===== src/design/spi_flash_id_defs.svh =====
// Purpose: shared constants of the power-down and identification block
// Assumes: clk_sys at 200 MHz
// Notes:   times in ns, cycle counts derived from them
`ifndef SPI_FLASH_ID_DEFS_SVH
`define SPI_FLASH_ID_DEFS_SVH

`define CLK_MHZ           200
`define OP_POWER_DOWN     8'hb9
`define OP_RELEASE_ID     8'hab
`define OP_MAKER_DEV_ID   8'h90
`define OP_STD_ID         8'h9f
`define ADDR_SWAP_ORDER   24'h000001
`define OPC_LAST_BIT      6'h07
`define ADDR_LAST_BIT     6'h1f
`define BIT_CNT_MAX       6'h3f
`define OPC_BITS          6'h08
// delays not printed nearby: plain defaults, adjust per process
`define POWER_DOWN_ENTRY_NS   3000
`define RELEASE_RECOVERY_NS   3000
`define RELEASE_RECOVERY2_NS  1800
`define POWER_UP_WRITE_NS     1000000
// least times round up to whole cycles
`define NS_TO_CYC(ns)     ((((ns) * `CLK_MHZ) + 999) / 1000)
`define DP_CYCLES         `NS_TO_CYC(`POWER_DOWN_ENTRY_NS)
`define RES1_CYCLES       `NS_TO_CYC(`RELEASE_RECOVERY_NS)
`define RES2_CYCLES       `NS_TO_CYC(`RELEASE_RECOVERY2_NS)
`define PUW_CYCLES        `NS_TO_CYC(`POWER_UP_WRITE_NS)

`endif


===== src/design/spi_flash_id_pkg.sv =====
// Purpose: types of the power-down and identification block
// Assumes: nothing
// Notes:   constants live in spi_flash_id_defs.svh
package spi_flash_id_pkg;

  typedef struct packed {
    logic cs_n;
    logic sck;
    logic mosi;
  } spi_pins_s;

  typedef enum logic [2:0] {
    PH_IDLE   = 3'h0,
    PH_OPCODE = 3'h1,
    PH_ADDR   = 3'h3,
    PH_OUT    = 3'h2,
    PH_DUMMY  = 3'h6,
    PH_HOLD   = 3'h7,
    PH_IGNORE = 3'h5
  } phase_e;

  typedef enum logic [1:0] {
    PWR_NORMAL    = 2'h0,
    PWR_ENTERING  = 2'h1,
    PWR_DOWN      = 2'h3,
    PWR_RELEASING = 2'h2
  } pwr_e;

endpackage : spi_flash_id_pkg


===== src/design/pin_sync.sv =====
// Purpose: two-stage synchroniser for asynchronous pins
// Assumes: inputs may change at any time relative to clk_sys
// Notes:   first stage is read only by the second
`timescale 1ns/1ps
module pin_sync #(
  parameter int WIDTH = 1
) (
  input  wire logic             clk_sys,  // system clock
  input  wire logic             rst,      // synchronous reset, high
  input  wire logic [WIDTH-1:0] d,        // asynchronous inputs
  output logic      [WIDTH-1:0] q         // synchronised outputs
);
  logic [WIDTH-1:0] meta;
  logic [WIDTH-1:0] next_meta;
  logic [WIDTH-1:0] next_q;

  always_comb
  begin
    next_meta = d;
    next_q    = meta;
  end

  always_ff @(posedge clk_sys)
  begin
    if (rst)
    begin
      meta <= '1;
      q    <= '1;
    end
    else
    begin
      meta <= next_meta;
      q    <= next_q;
    end
  end
endmodule : pin_sync


===== src/design/spi_flash_pd_id.sv =====
// Purpose: power-down and identification instruction handling of a serial flash
// Assumes: spi pins oversampled by clk_sys (200 MHz); busy comes from the
//          program/erase engine on clk_sys
// Notes:   identification codes are arbitrary parameters
`timescale 1ns/1ps
`include "spi_flash_id_defs.svh"
module spi_flash_pd_id
  import spi_flash_id_pkg::*;
#(
  parameter logic [7:0] MAKER_ID   = 8'h5a,  // arbitrary value
  parameter logic [7:0] DEVICE_ID  = 8'h13,  // arbitrary value
  parameter logic [7:0] MEM_TYPE   = 8'h30,  // arbitrary value
  parameter logic [7:0] CAPACITY   = 8'h14,  // arbitrary value
  parameter int         PUW_CYCLES = `PUW_CYCLES
) (
  input  wire logic clk_sys,       // system clock
  input  wire logic rst,           // synchronous reset, high (power-up)
  input  wire logic spi_cs_n,      // chip select pin, low active
  input  wire logic spi_sck,       // serial clock pin
  input  wire logic spi_mosi,      // serial data in pin
  input  wire logic busy,          // program/erase/write cycle running
  output logic      spi_miso,      // serial data out
  output logic      spi_miso_oe,   // data out driven while high
  output logic      powered_down,  // device in power-down state
  output logic      write_ready    // write instructions may be accepted
);
  localparam int PUW_W = $clog2(PUW_CYCLES + 1);

  spi_pins_s   pins_raw;
  spi_pins_s   pins;
  logic        sck_prev;
  logic        cs_prev;
  logic        sck_rise;
  logic        sck_fall;
  logic        cs_act;
  logic        cs_rise;

  phase_e      phase;
  pwr_e        pwr;
  logic [5:0]  bit_cnt;
  logic [23:0] shreg;
  logic [7:0]  cmd;
  logic [2:0]  bit_idx;
  logic [1:0]  byte_sel;
  logic [15:0] pwr_cnt;
  logic [PUW_W-1:0] puw_cnt;
  logic [7:0]  cur_byte;
  logic [7:0]  opcode;

  phase_e      next_phase;
  pwr_e        next_pwr;
  logic        next_sck_prev;
  logic        next_cs_prev;
  logic [5:0]  next_bit_cnt;
  logic [23:0] next_shreg;
  logic [7:0]  next_cmd;
  logic [2:0]  next_bit_idx;
  logic [1:0]  next_byte_sel;
  logic [15:0] next_pwr_cnt;
  logic [PUW_W-1:0] next_puw_cnt;
  logic        next_miso;
  logic        next_miso_oe;
  logic        next_powered_down;
  logic        next_write_ready;

  assign pins_raw.cs_n = spi_cs_n;
  assign pins_raw.sck  = spi_sck;
  assign pins_raw.mosi = spi_mosi;

  pin_sync #(
    .WIDTH ($bits(spi_pins_s))
  ) u_pin_sync (
    .clk_sys (clk_sys),
    .rst     (rst),
    .d       (pins_raw),
    .q       (pins)
  );

  assign cs_act   = ~pins.cs_n;
  assign cs_rise  = pins.cs_n & ~cs_prev;
  assign sck_rise = pins.sck & ~sck_prev;
  assign sck_fall = ~pins.sck & sck_prev;
  assign opcode   = {shreg[6:0], pins.mosi};

  // byte presented by the current identification sequence
  always_comb
  begin
    cur_byte = DEVICE_ID;
    if (cmd == `OP_MAKER_DEV_ID)
      cur_byte = (byte_sel == 2'h0) ? MAKER_ID : DEVICE_ID;
    else if (cmd == `OP_STD_ID)
    begin
      unique case (byte_sel)
        2'h0:    cur_byte = MAKER_ID;
        2'h1:    cur_byte = MEM_TYPE;
        default: cur_byte = CAPACITY;
      endcase
    end
  end

  always_comb
  begin
    next_phase        = phase;
    next_pwr          = pwr;
    next_sck_prev     = pins.sck;
    next_cs_prev      = pins.cs_n;
    next_bit_cnt      = bit_cnt;
    next_shreg        = shreg;
    next_cmd          = cmd;
    next_bit_idx      = bit_idx;
    next_byte_sel     = byte_sel;
    next_pwr_cnt      = pwr_cnt;
    next_puw_cnt      = puw_cnt;
    next_miso         = spi_miso;
    next_miso_oe      = spi_miso_oe;
    next_write_ready  = write_ready;

    // write gate opens once the power-up delay has run out
    if (puw_cnt != PUW_W'(PUW_CYCLES))
      next_puw_cnt = puw_cnt + PUW_W'(1);
    else
      next_write_ready = 1'b1;

    // timed transitions of the power state
    if (pwr == PWR_ENTERING || pwr == PWR_RELEASING)
    begin
      if (pwr_cnt == 16'h0000)
        next_pwr = (pwr == PWR_ENTERING) ? PWR_DOWN : PWR_NORMAL;
      else
        next_pwr_cnt = pwr_cnt - 16'h0001;
    end

    if (!cs_act)
    begin
      // deselect ends any frame and releases the data pin
      next_phase   = PH_IDLE;
      next_bit_cnt = 6'h00;
      next_miso    = 1'b0;
      next_miso_oe = 1'b0;
      if (cs_rise)
      begin
        if (cmd == `OP_POWER_DOWN && phase == PH_HOLD)
        begin
          next_pwr     = PWR_ENTERING;
          next_pwr_cnt = 16'(`DP_CYCLES - 1);
        end
        else if (cmd == `OP_RELEASE_ID && pwr == PWR_DOWN &&
                 (phase == PH_DUMMY || phase == PH_OUT))
        begin
          next_pwr = PWR_RELEASING;
          // bare opcode is a plain release, longer frames read the ID too
          if (bit_cnt == `OPC_BITS)
            next_pwr_cnt = 16'(`RES1_CYCLES - 1);
          else
            next_pwr_cnt = 16'(`RES2_CYCLES - 1);
        end
      end
    end
    else
    begin
      if (phase == PH_IDLE)
        next_phase = PH_OPCODE;
      if (sck_rise)
      begin
        next_shreg = {shreg[22:0], pins.mosi};
        if (bit_cnt != `BIT_CNT_MAX)
          next_bit_cnt = bit_cnt + 6'h01;
        unique case (phase)
          PH_IDLE, PH_OPCODE:
          begin
            if (bit_cnt == `OPC_LAST_BIT)
            begin
              next_cmd      = opcode;
              next_bit_idx  = 3'h7;
              next_byte_sel = 2'h0;
              next_phase    = PH_IGNORE;
              if (pwr == PWR_ENTERING || pwr == PWR_RELEASING)
                next_phase = PH_IGNORE;
              else if (pwr == PWR_DOWN && opcode != `OP_RELEASE_ID)
                next_phase = PH_IGNORE;
              else if (opcode == `OP_RELEASE_ID && busy)
                next_phase = PH_IGNORE;
              else if (opcode == `OP_RELEASE_ID)
                next_phase = PH_DUMMY;
              else if (opcode == `OP_MAKER_DEV_ID)
                next_phase = PH_ADDR;
              else if (opcode == `OP_STD_ID)
                next_phase = PH_OUT;
              else if (opcode == `OP_POWER_DOWN)
                next_phase = PH_HOLD;
            end
          end
          PH_ADDR, PH_DUMMY:
          begin
            if (bit_cnt == `ADDR_LAST_BIT)
            begin
              next_phase = PH_OUT;
              if (phase == PH_ADDR &&
                  {shreg[22:0], pins.mosi} == `ADDR_SWAP_ORDER)
                next_byte_sel = 2'h1;
            end
          end
          // any clock after the power-down opcode cancels it
          PH_HOLD: next_phase = PH_IGNORE;
          PH_OUT, PH_IGNORE: next_phase = phase;
        endcase
      end
      if (sck_fall && phase == PH_OUT)
      begin
        next_miso    = cur_byte[bit_idx];
        next_miso_oe = 1'b1;
        next_bit_idx = bit_idx - 3'h1;
        if (bit_idx == 3'h0)
        begin
          if (cmd == `OP_MAKER_DEV_ID)
            next_byte_sel = {1'b0, ~byte_sel[0]};
          else if (cmd == `OP_STD_ID)
            next_byte_sel = (byte_sel == 2'h2) ? 2'h0 : byte_sel + 2'h1;
          else
            next_byte_sel = 2'h0;
        end
      end
    end

    next_powered_down = (next_pwr != PWR_NORMAL);
  end

  always_ff @(posedge clk_sys)
  begin
    if (rst)
    begin
      phase        <= PH_IDLE;
      pwr          <= PWR_NORMAL;
      sck_prev     <= 1'b1;
      cs_prev      <= 1'b1;
      bit_cnt      <= 6'h00;
      shreg        <= 24'h000000;
      cmd          <= 8'h00;
      bit_idx      <= 3'h7;
      byte_sel     <= 2'h0;
      pwr_cnt      <= 16'h0000;
      puw_cnt      <= '0;
      spi_miso     <= 1'b0;
      spi_miso_oe  <= 1'b0;
      powered_down <= 1'b0;
      write_ready  <= 1'b0;
    end
    else
    begin
      phase        <= next_phase;
      pwr          <= next_pwr;
      sck_prev     <= next_sck_prev;
      cs_prev      <= next_cs_prev;
      bit_cnt      <= next_bit_cnt;
      shreg        <= next_shreg;
      cmd          <= next_cmd;
      bit_idx      <= next_bit_idx;
      byte_sel     <= next_byte_sel;
      pwr_cnt      <= next_pwr_cnt;
      puw_cnt      <= next_puw_cnt;
      spi_miso     <= next_miso;
      spi_miso_oe  <= next_miso_oe;
      powered_down <= next_powered_down;
      write_ready  <= next_write_ready;
    end
  end
endmodule : spi_flash_pd_id

===== config.mk =====
export PLATFORM = sky130hd
export DESIGN_NAME = spi_flash_pd_id
export DESIGN_NICKNAME = d
export VERILOG_FILES = /design/src/design/spi_flash_id_pkg.sv /design/src/design/pin_sync.sv /design/src/design/spi_flash_pd_id.sv
export VERILOG_INCLUDE_DIRS = /design/src /design/src/design
export SDC_FILE = /design/constraint.sdc
export NUM_CORES = 1
export LEC_CHECK = 0
export BUFFER_PORTS_ARGS = -buffer_cell sky130_fd_sc_hd__buf_2
export CAP_MARGIN = 20
export CORE_MARGIN = 8
export CORE_UTILIZATION = 45
export DETAILED_ROUTE_END_ITERATION = 12
export HOLD_SLACK_MARGIN = 0.15
export PLACE_DENSITY = 0.59
export SLEW_MARGIN = 5
export SYNTH_ARGS = -nofsm -noshare
export SYNTH_HDL_FRONTEND = slang
export SYNTH_SLANG_ARGS = --single-unit

===== constraint.sdc =====
create_clock -name clk_sys -period 2.3 [get_ports clk_sys]
set_input_delay 0.23 -clock clk_sys [delete_from_list [all_inputs] [get_ports clk_sys]]
set_output_delay 0.23 -clock clk_sys [all_outputs]
set_load 0.01 [all_outputs]

==> out/metrics.cfg, run 1 <==
[min_path]
min_path_type=in -> reg
hold_end=pwr[0]$_SDFF_PP0_
min_from=rst
hold_depth=2

[clocking]
insertion_delay_ps=360
cts_root_buffer=clkbuf_8
cts_buffers=9
cts_tree=done
clk_path_buf_depth=2
cts.sinks=93
htreeDepth=3
cts_setup_buffers=0
cts.clk_slew.worst_paths_ps=90

[drt]
drcViolationCount=0
drt-total-wl_mm=9.30
via_per_inst=5.45
vias=3717
first_pass_iters=4
drtIter0Drc=254
wl_per_cell_um=13.6
ant_nets=0

[sta]
hold_violations=0
fin_crit_sh=0.944
tns_ps=0
post-route-min-period_ps=2170
slew-limit-headroom=0.615
max_freq_mhz=461
finalSetupViolCount=0
skew_ps=10.2
grt_setup_unrepaired=false
timing.final.max_slew_violations=0
hold_ws_ps=201
tightest_slew_ps=562

[grt]
grt_first_pass_wirelength_mm=16.0
grt_pass1_vias=3449
grt_start_max_net_pins=39
antenna_found_initial=0
grt_overflow=0
grt_usage=0.147

[final_layout]
final_common_cell=dfxtp_1
multi_input_area_mm2=0.00240
n_fill_cell=921
finalNonFillerCells=682
area_delta_synth_final_pct=10.0
final_cell_mix=dfxtp_1, nand2_1, nor2_1
antenna_cells=0
layout-drive-gt1-share=0.106
seq_area_mm2=0.00186
final_nets=561

[job]
drv_cap=0

[synthesis]
synth_edf_count=0
syn_avg_cell_area_um2=8.34
ys_types=61
yosysWarnings=0
ys_ff_latch=93
seq_area_frac_synth=0.419
synth_area_mm2=0.00444
synthCells=533
synth_ff_type=dfxtp_1
synth_fp_nets=549
synth-async-reset-ratio=0

[floorplan]
dieHeight_um=115
boundaryPins=10
die-area_mm2=0.0133
die_x_um=115
row_count=36
coreArea_mm2=0.00968
initial_utilization=0.459

[setup_path]
path_class=reg -> reg
r2r_end=pwr_cnt[13]$_SDFF_PP0_
rrSetupSlack_ps=130
ff2ff_path_depth=6
r2r-start=pwr[1]$_SDFF_PP0_
cp_max_fo=11
startpoint_type=register
endpoint_kind=register
critPathArrivalTime_ps=2450
critPathRequiredTime_ps=2580

[placed_design]
portBuffers=9
place_inst=664
gp_congestion=0.816
hpwl_mm=6.40

[power]
power_density_mw_per_mm2=574
totalPowerFinal_uw=2800
p_leak_uw=0.00175
peakVddDrop_uv=311

[status]
status=finished, final reports clean

cells in the mapped netlist (all sizes together) (5+ instances only):
| library cell | instances | area [um2] |
|---|---|---|
| a211oi | 5 | 37.5 |
| a21oi | 48 | 240 |
| a31oi | 5 | 31.3 |
| and4 | 5 | 43.8 |
| clkbuf | 23 | 86.3 |
| dfxtp | 93 | 1860 |
| ha | 10 | 125 |
| inv | 21 | 78.8 |
| mux2i | 10 | 100 |
| nand2 | 74 | 278 |
| nand2b | 5 | 31.3 |
| nand3 | 15 | 75.1 |
| nand4 | 9 | 56.3 |
| nor2 | 52 | 195 |
| nor3 | 11 | 60.1 |
| nor4 | 9 | 56.3 |
| o21ai | 16 | 80.1 |
| o31ai | 5 | 37.5 |
| or2 | 10 | 62.6 |
| or3 | 8 | 50.1 |
| or4 | 9 | 75.1 |
| xnor2 | 14 | 123 |
| xor2 | 13 | 114 |
report_power, final:
group | leakage (uW) | switching [uW] | internal (uW) | total, uW
logic | 0.000903 | 45.7 | 28.1 | 73.8
clock network | 0.0000927 | 563 | 530 | 1090
registers | 0.000751 | 16.0 | 1620 | 1640
cells by family (layout without fill, tap and decap cells):
group           after synthesis  in the layout  synth area share
simple gates                239            239             0.285
xor+xnor                     27             27            0.0532
mux                          11             11            0.0251
compound gates              106            106             0.148
flops                        93             93             0.419
buf+inv                      47             63            0.0420
fa+ha+maj                    10             10            0.0282
per-layer routing:
metal,vias up,routed length [um],GRT usage
li1,1909,-,-
met1,1746,4800,0.195
met2,44,4070,0.224
met3,18,187,0.0215
met4,0,250,0.0771
met5,-,0,0
per-stage QoR:
step           area (um2)  utilization  setup slack (ps)
6_report             4890        0.505               129
5_1_grt              4890        0.505              4.93
4_1_cts              4880        0.504               127
3_5_place_dp         4660        0.481               153
3_3_place_gp         4660        0.481               205
2_1_floorplan        4440            -               238
registers in the layout, indices dropped and copies added, names as in the netlist:
register and flops:
shreg 23, puw_cnt 18, pwr_cnt 16, cmd 8, bit_cnt 6, bit_idx 3
phase 3, u_pin_sync.meta 3, u_pin_sync.q 3, byte_sel 2, pwr 2, cs_prev 1
powered_down 1, sck_prev 1, spi_miso 1, spi_miso_oe 1, write_ready 1
final cells by class:
type / count / share of cell area
clock buffers: 12 / 0.0297
clock inverters: 3 / 0.00947
inverters: 21 / 0.0161
multi-input cells: 393 / 0.491
flip-flops and latches: 93 / 0.381
well taps: 133 / 0.0341
repair buffers: 27 / 0.0384
what timing repair did:
item / in CTS / in global routing
hold buffers: 3 / 0
endpoints found under the setup margin: 0 / 1
hold endpoints to repair: 3 / 0
resized for setup: 0 / 1
critical path: stages (launching register included):
cell	delay, ps
dfxtp_1	340
inv_1	60
ha_1	280
or4_1	530
o21bai_2	300
or4_1	430
a21oi_1	160
how the worst max path moves through the flow:
stage                           start                endpoint  slack [ps]
floorplan           pwr[1]$_SDFF_PP0_   pwr_cnt[5]$_SDFF_PP0_         240
global placement    pwr[1]$_SDFF_PP0_  pwr_cnt[13]$_SDFF_PP0_         210
detailed placement  pwr[1]$_SDFF_PP0_  pwr_cnt[13]$_SDFF_PP0_         150
CTS                 pwr[1]$_SDFF_PP0_  pwr_cnt[13]$_SDFF_PP0_         130
global route        pwr[1]$_SDFF_PP0_  pwr_cnt[13]$_SDFF_PP0_           5
finish              pwr[1]$_SDFF_PP0_  pwr_cnt[13]$_SDFF_PP0_         130
Note: power is estimated with default switching activity, not from simulation.
==> run 2, diff against run 1 <==
CELL_PAD_IN_SITES_DETAIL_PLACEMENT = 0   (was default)
CELL_PAD_IN_SITES_GLOBAL_PLACEMENT = 1   (was default)
PLACE_DENSITY = 0.73   (was 0.59)
==> run 2 against run 1 <==
Net effect: fmax increased by 1.5%; sequential power about the same; cell area increased by 0.28%; power increased by 1.8%; combinational power increased by 3.0%; non-clock buffer count unchanged; setup slack improved by 31 ps; largest cell class unchanged; largest power group unchanged.
==> out/metrics.cfg, run 2 (synthesis results as in run 1) <==
[job]
drv_cap=0

[min_path]
min_from=rst
hold_end=bit_idx[1]$_SDFFE_PP1P_
hold_depth=3
min_path_type=in -> reg

[grt]
grt_overflow=0
antenna_found_initial=0
grt_first_pass_wirelength_mm=16.7
grt_pass1_vias=3457
grt_start_max_net_pins=46
grt_usage=0.156

[drt]
vias=3670
wl_per_cell_um=14.0
drcViolationCount=0
drt-total-wl_mm=9.56
drtIter0Drc=240
first_pass_iters=4
via_per_inst=5.37
ant_nets=0

[placed_design]
portBuffers=9
hpwl_mm=6.56
place_ws_ps=172
place_inst=664
gp_congestion=0.817

[floorplan]
dieHeight_um=115
die-area_mm2=0.0133
boundaryPins=10
die_x_um=115
coreArea_mm2=0.00968
initial_utilization=0.459
row_count=36

[power]
p_leak_uw=0.00176
pwr-share-comb=0.027
seq_power_share=0.574
switching_share=0.240
p_clk_frac=0.399
power_switching_uw=684
internal-power_uw=2170
totalPowerFinal_uw=2850
power_density_mw_per_mm2=582
peakVddDrop_uv=454

[setup_path]
cp_max_fo=11
path_class=reg -> reg
r2r-start=pwr[1]$_SDFF_PP0_
startpoint_type=register
endpoint_kind=register
critPathRequiredTime_ps=2610
rrSetupSlack_ps=160
critPathArrivalTime_ps=2450
ff2ff_path_depth=6
r2r_end=pwr_cnt[13]$_SDFF_PP0_

[clocking]
cts.sinks=93
htreeDepth=3
cts_root_buffer=clkbuf_8
cts.clk_slew.worst_paths_ps=90
clk_path_buf_depth=2
cts_tree=done
insertion_delay_ps=380
cts_setup_buffers=0
cts_buffers=9

[sta]
timing.final.max_slew_violations=0
hold_violations=0
post-route-min-period_ps=2140
max_freq_mhz=467
slew-limit-headroom=0.596
fin_crit_sh=0.931
grt_setup_unrepaired=false
tightest_slew_ps=601
setup_ws_ps=160
finalSetupViolCount=0
tns_ps=0
skew_ps=5.91

[final_layout]
layout-drive-gt1-share=0.111
final_cell_mix=dfxtp_1, nand2_1, nor2_1
finalNonFillerCells=683
antenna_cells=0
largest_reg_flops=23
utilization=0.506
area_delta_synth_final_pct=10.3
reg_top3=shreg (23), puw_cnt (18), pwr_cnt (16)
top_register=shreg
final_common_cell=dfxtp_1
final_nets=561

[status]
status=finished, final reports clean

run 2: cell types whose count changed in the layout (fill, tap and decap cells not counted):
cell	delta
clkinv_2	+1
inv_8	+1
a2111oi_1	+1
clkbuf_1	-2
clkinv_4	-1
a2111oi_0	-1
clkbuf_8	-1
inv_6	+3
run 2: worst max-delay path: stages, from the launching register on:
cell and delay (ps):
dfxtp_1 350, inv_1 60, ha_1 280, or4_1 540, o21bai_2 290, or4_1 420, a21oi_1 140
run 2: per-layer routing:
metal  up-vias  routed length (um)  GRT usage
met5         -                   0          0
met4         0                  87     0.0420
met3         8                 283     0.0457
met2        35                4310      0.238
met1      1714                4880      0.210
li1       1913                   -          -
run 2: worst max path at each step:
stage,startpoint,endpoint,slack (ps),depth (start not counted)
after detailed placement,pwr[1]$_SDFF_PP0_,pwr_cnt[13]$_SDFF_PP0_,170,6
after global routing,pwr[1]$_SDFF_PP0_,pwr_cnt[13]$_SDFF_PP0_,30,6
after floorplan,pwr[1]$_SDFF_PP0_,pwr_cnt[5]$_SDFF_PP0_,240,7
after global placement,pwr[1]$_SDFF_PP0_,pwr_cnt[13]$_SDFF_PP0_,220,6
final,pwr[1]$_SDFF_PP0_,pwr_cnt[13]$_SDFF_PP0_,160,6
after CTS,pwr[1]$_SDFF_PP0_,pwr_cnt[13]$_SDFF_PP0_,150,6
run 2: timing repair:
item	in CTS	in global routing
endpoints found under the setup margin	0	2
resized for setup	0	2
hold endpoints to repair	3	0
hold buffers	3	0
run 2: final cells by class:
type / instances / area, um2
clock buffers: 9 / 124
clock inverters: 7 / 80.1
fillers: 996 / 4780
inverters: 21 / 78.8
multi-input cells: 393 / 2400
flip-flops and latches: 93 / 1860
well taps: 133 / 166
repair buffers: 27 / 188
run 2: stage by stage:
step	cell area (um2)	hold slack, ps
detailed placement	4660	393
global route	4900	251
finish	4900	261
global placement	4660	396
CTS	4890	251
floorplan	4440	334
run 2: power by group through the flow:
stage                     Sequential (uW)  Combinational, uW  Clock (uW)
after floorplan                      1670               50.8           0
after global placement               1680               72.0           0
after detailed placement             1670               73.0           0
after CTS                            1640               77.1        1190
after global routing                 1640               86.5        1260
final                                1640               76.0        1140
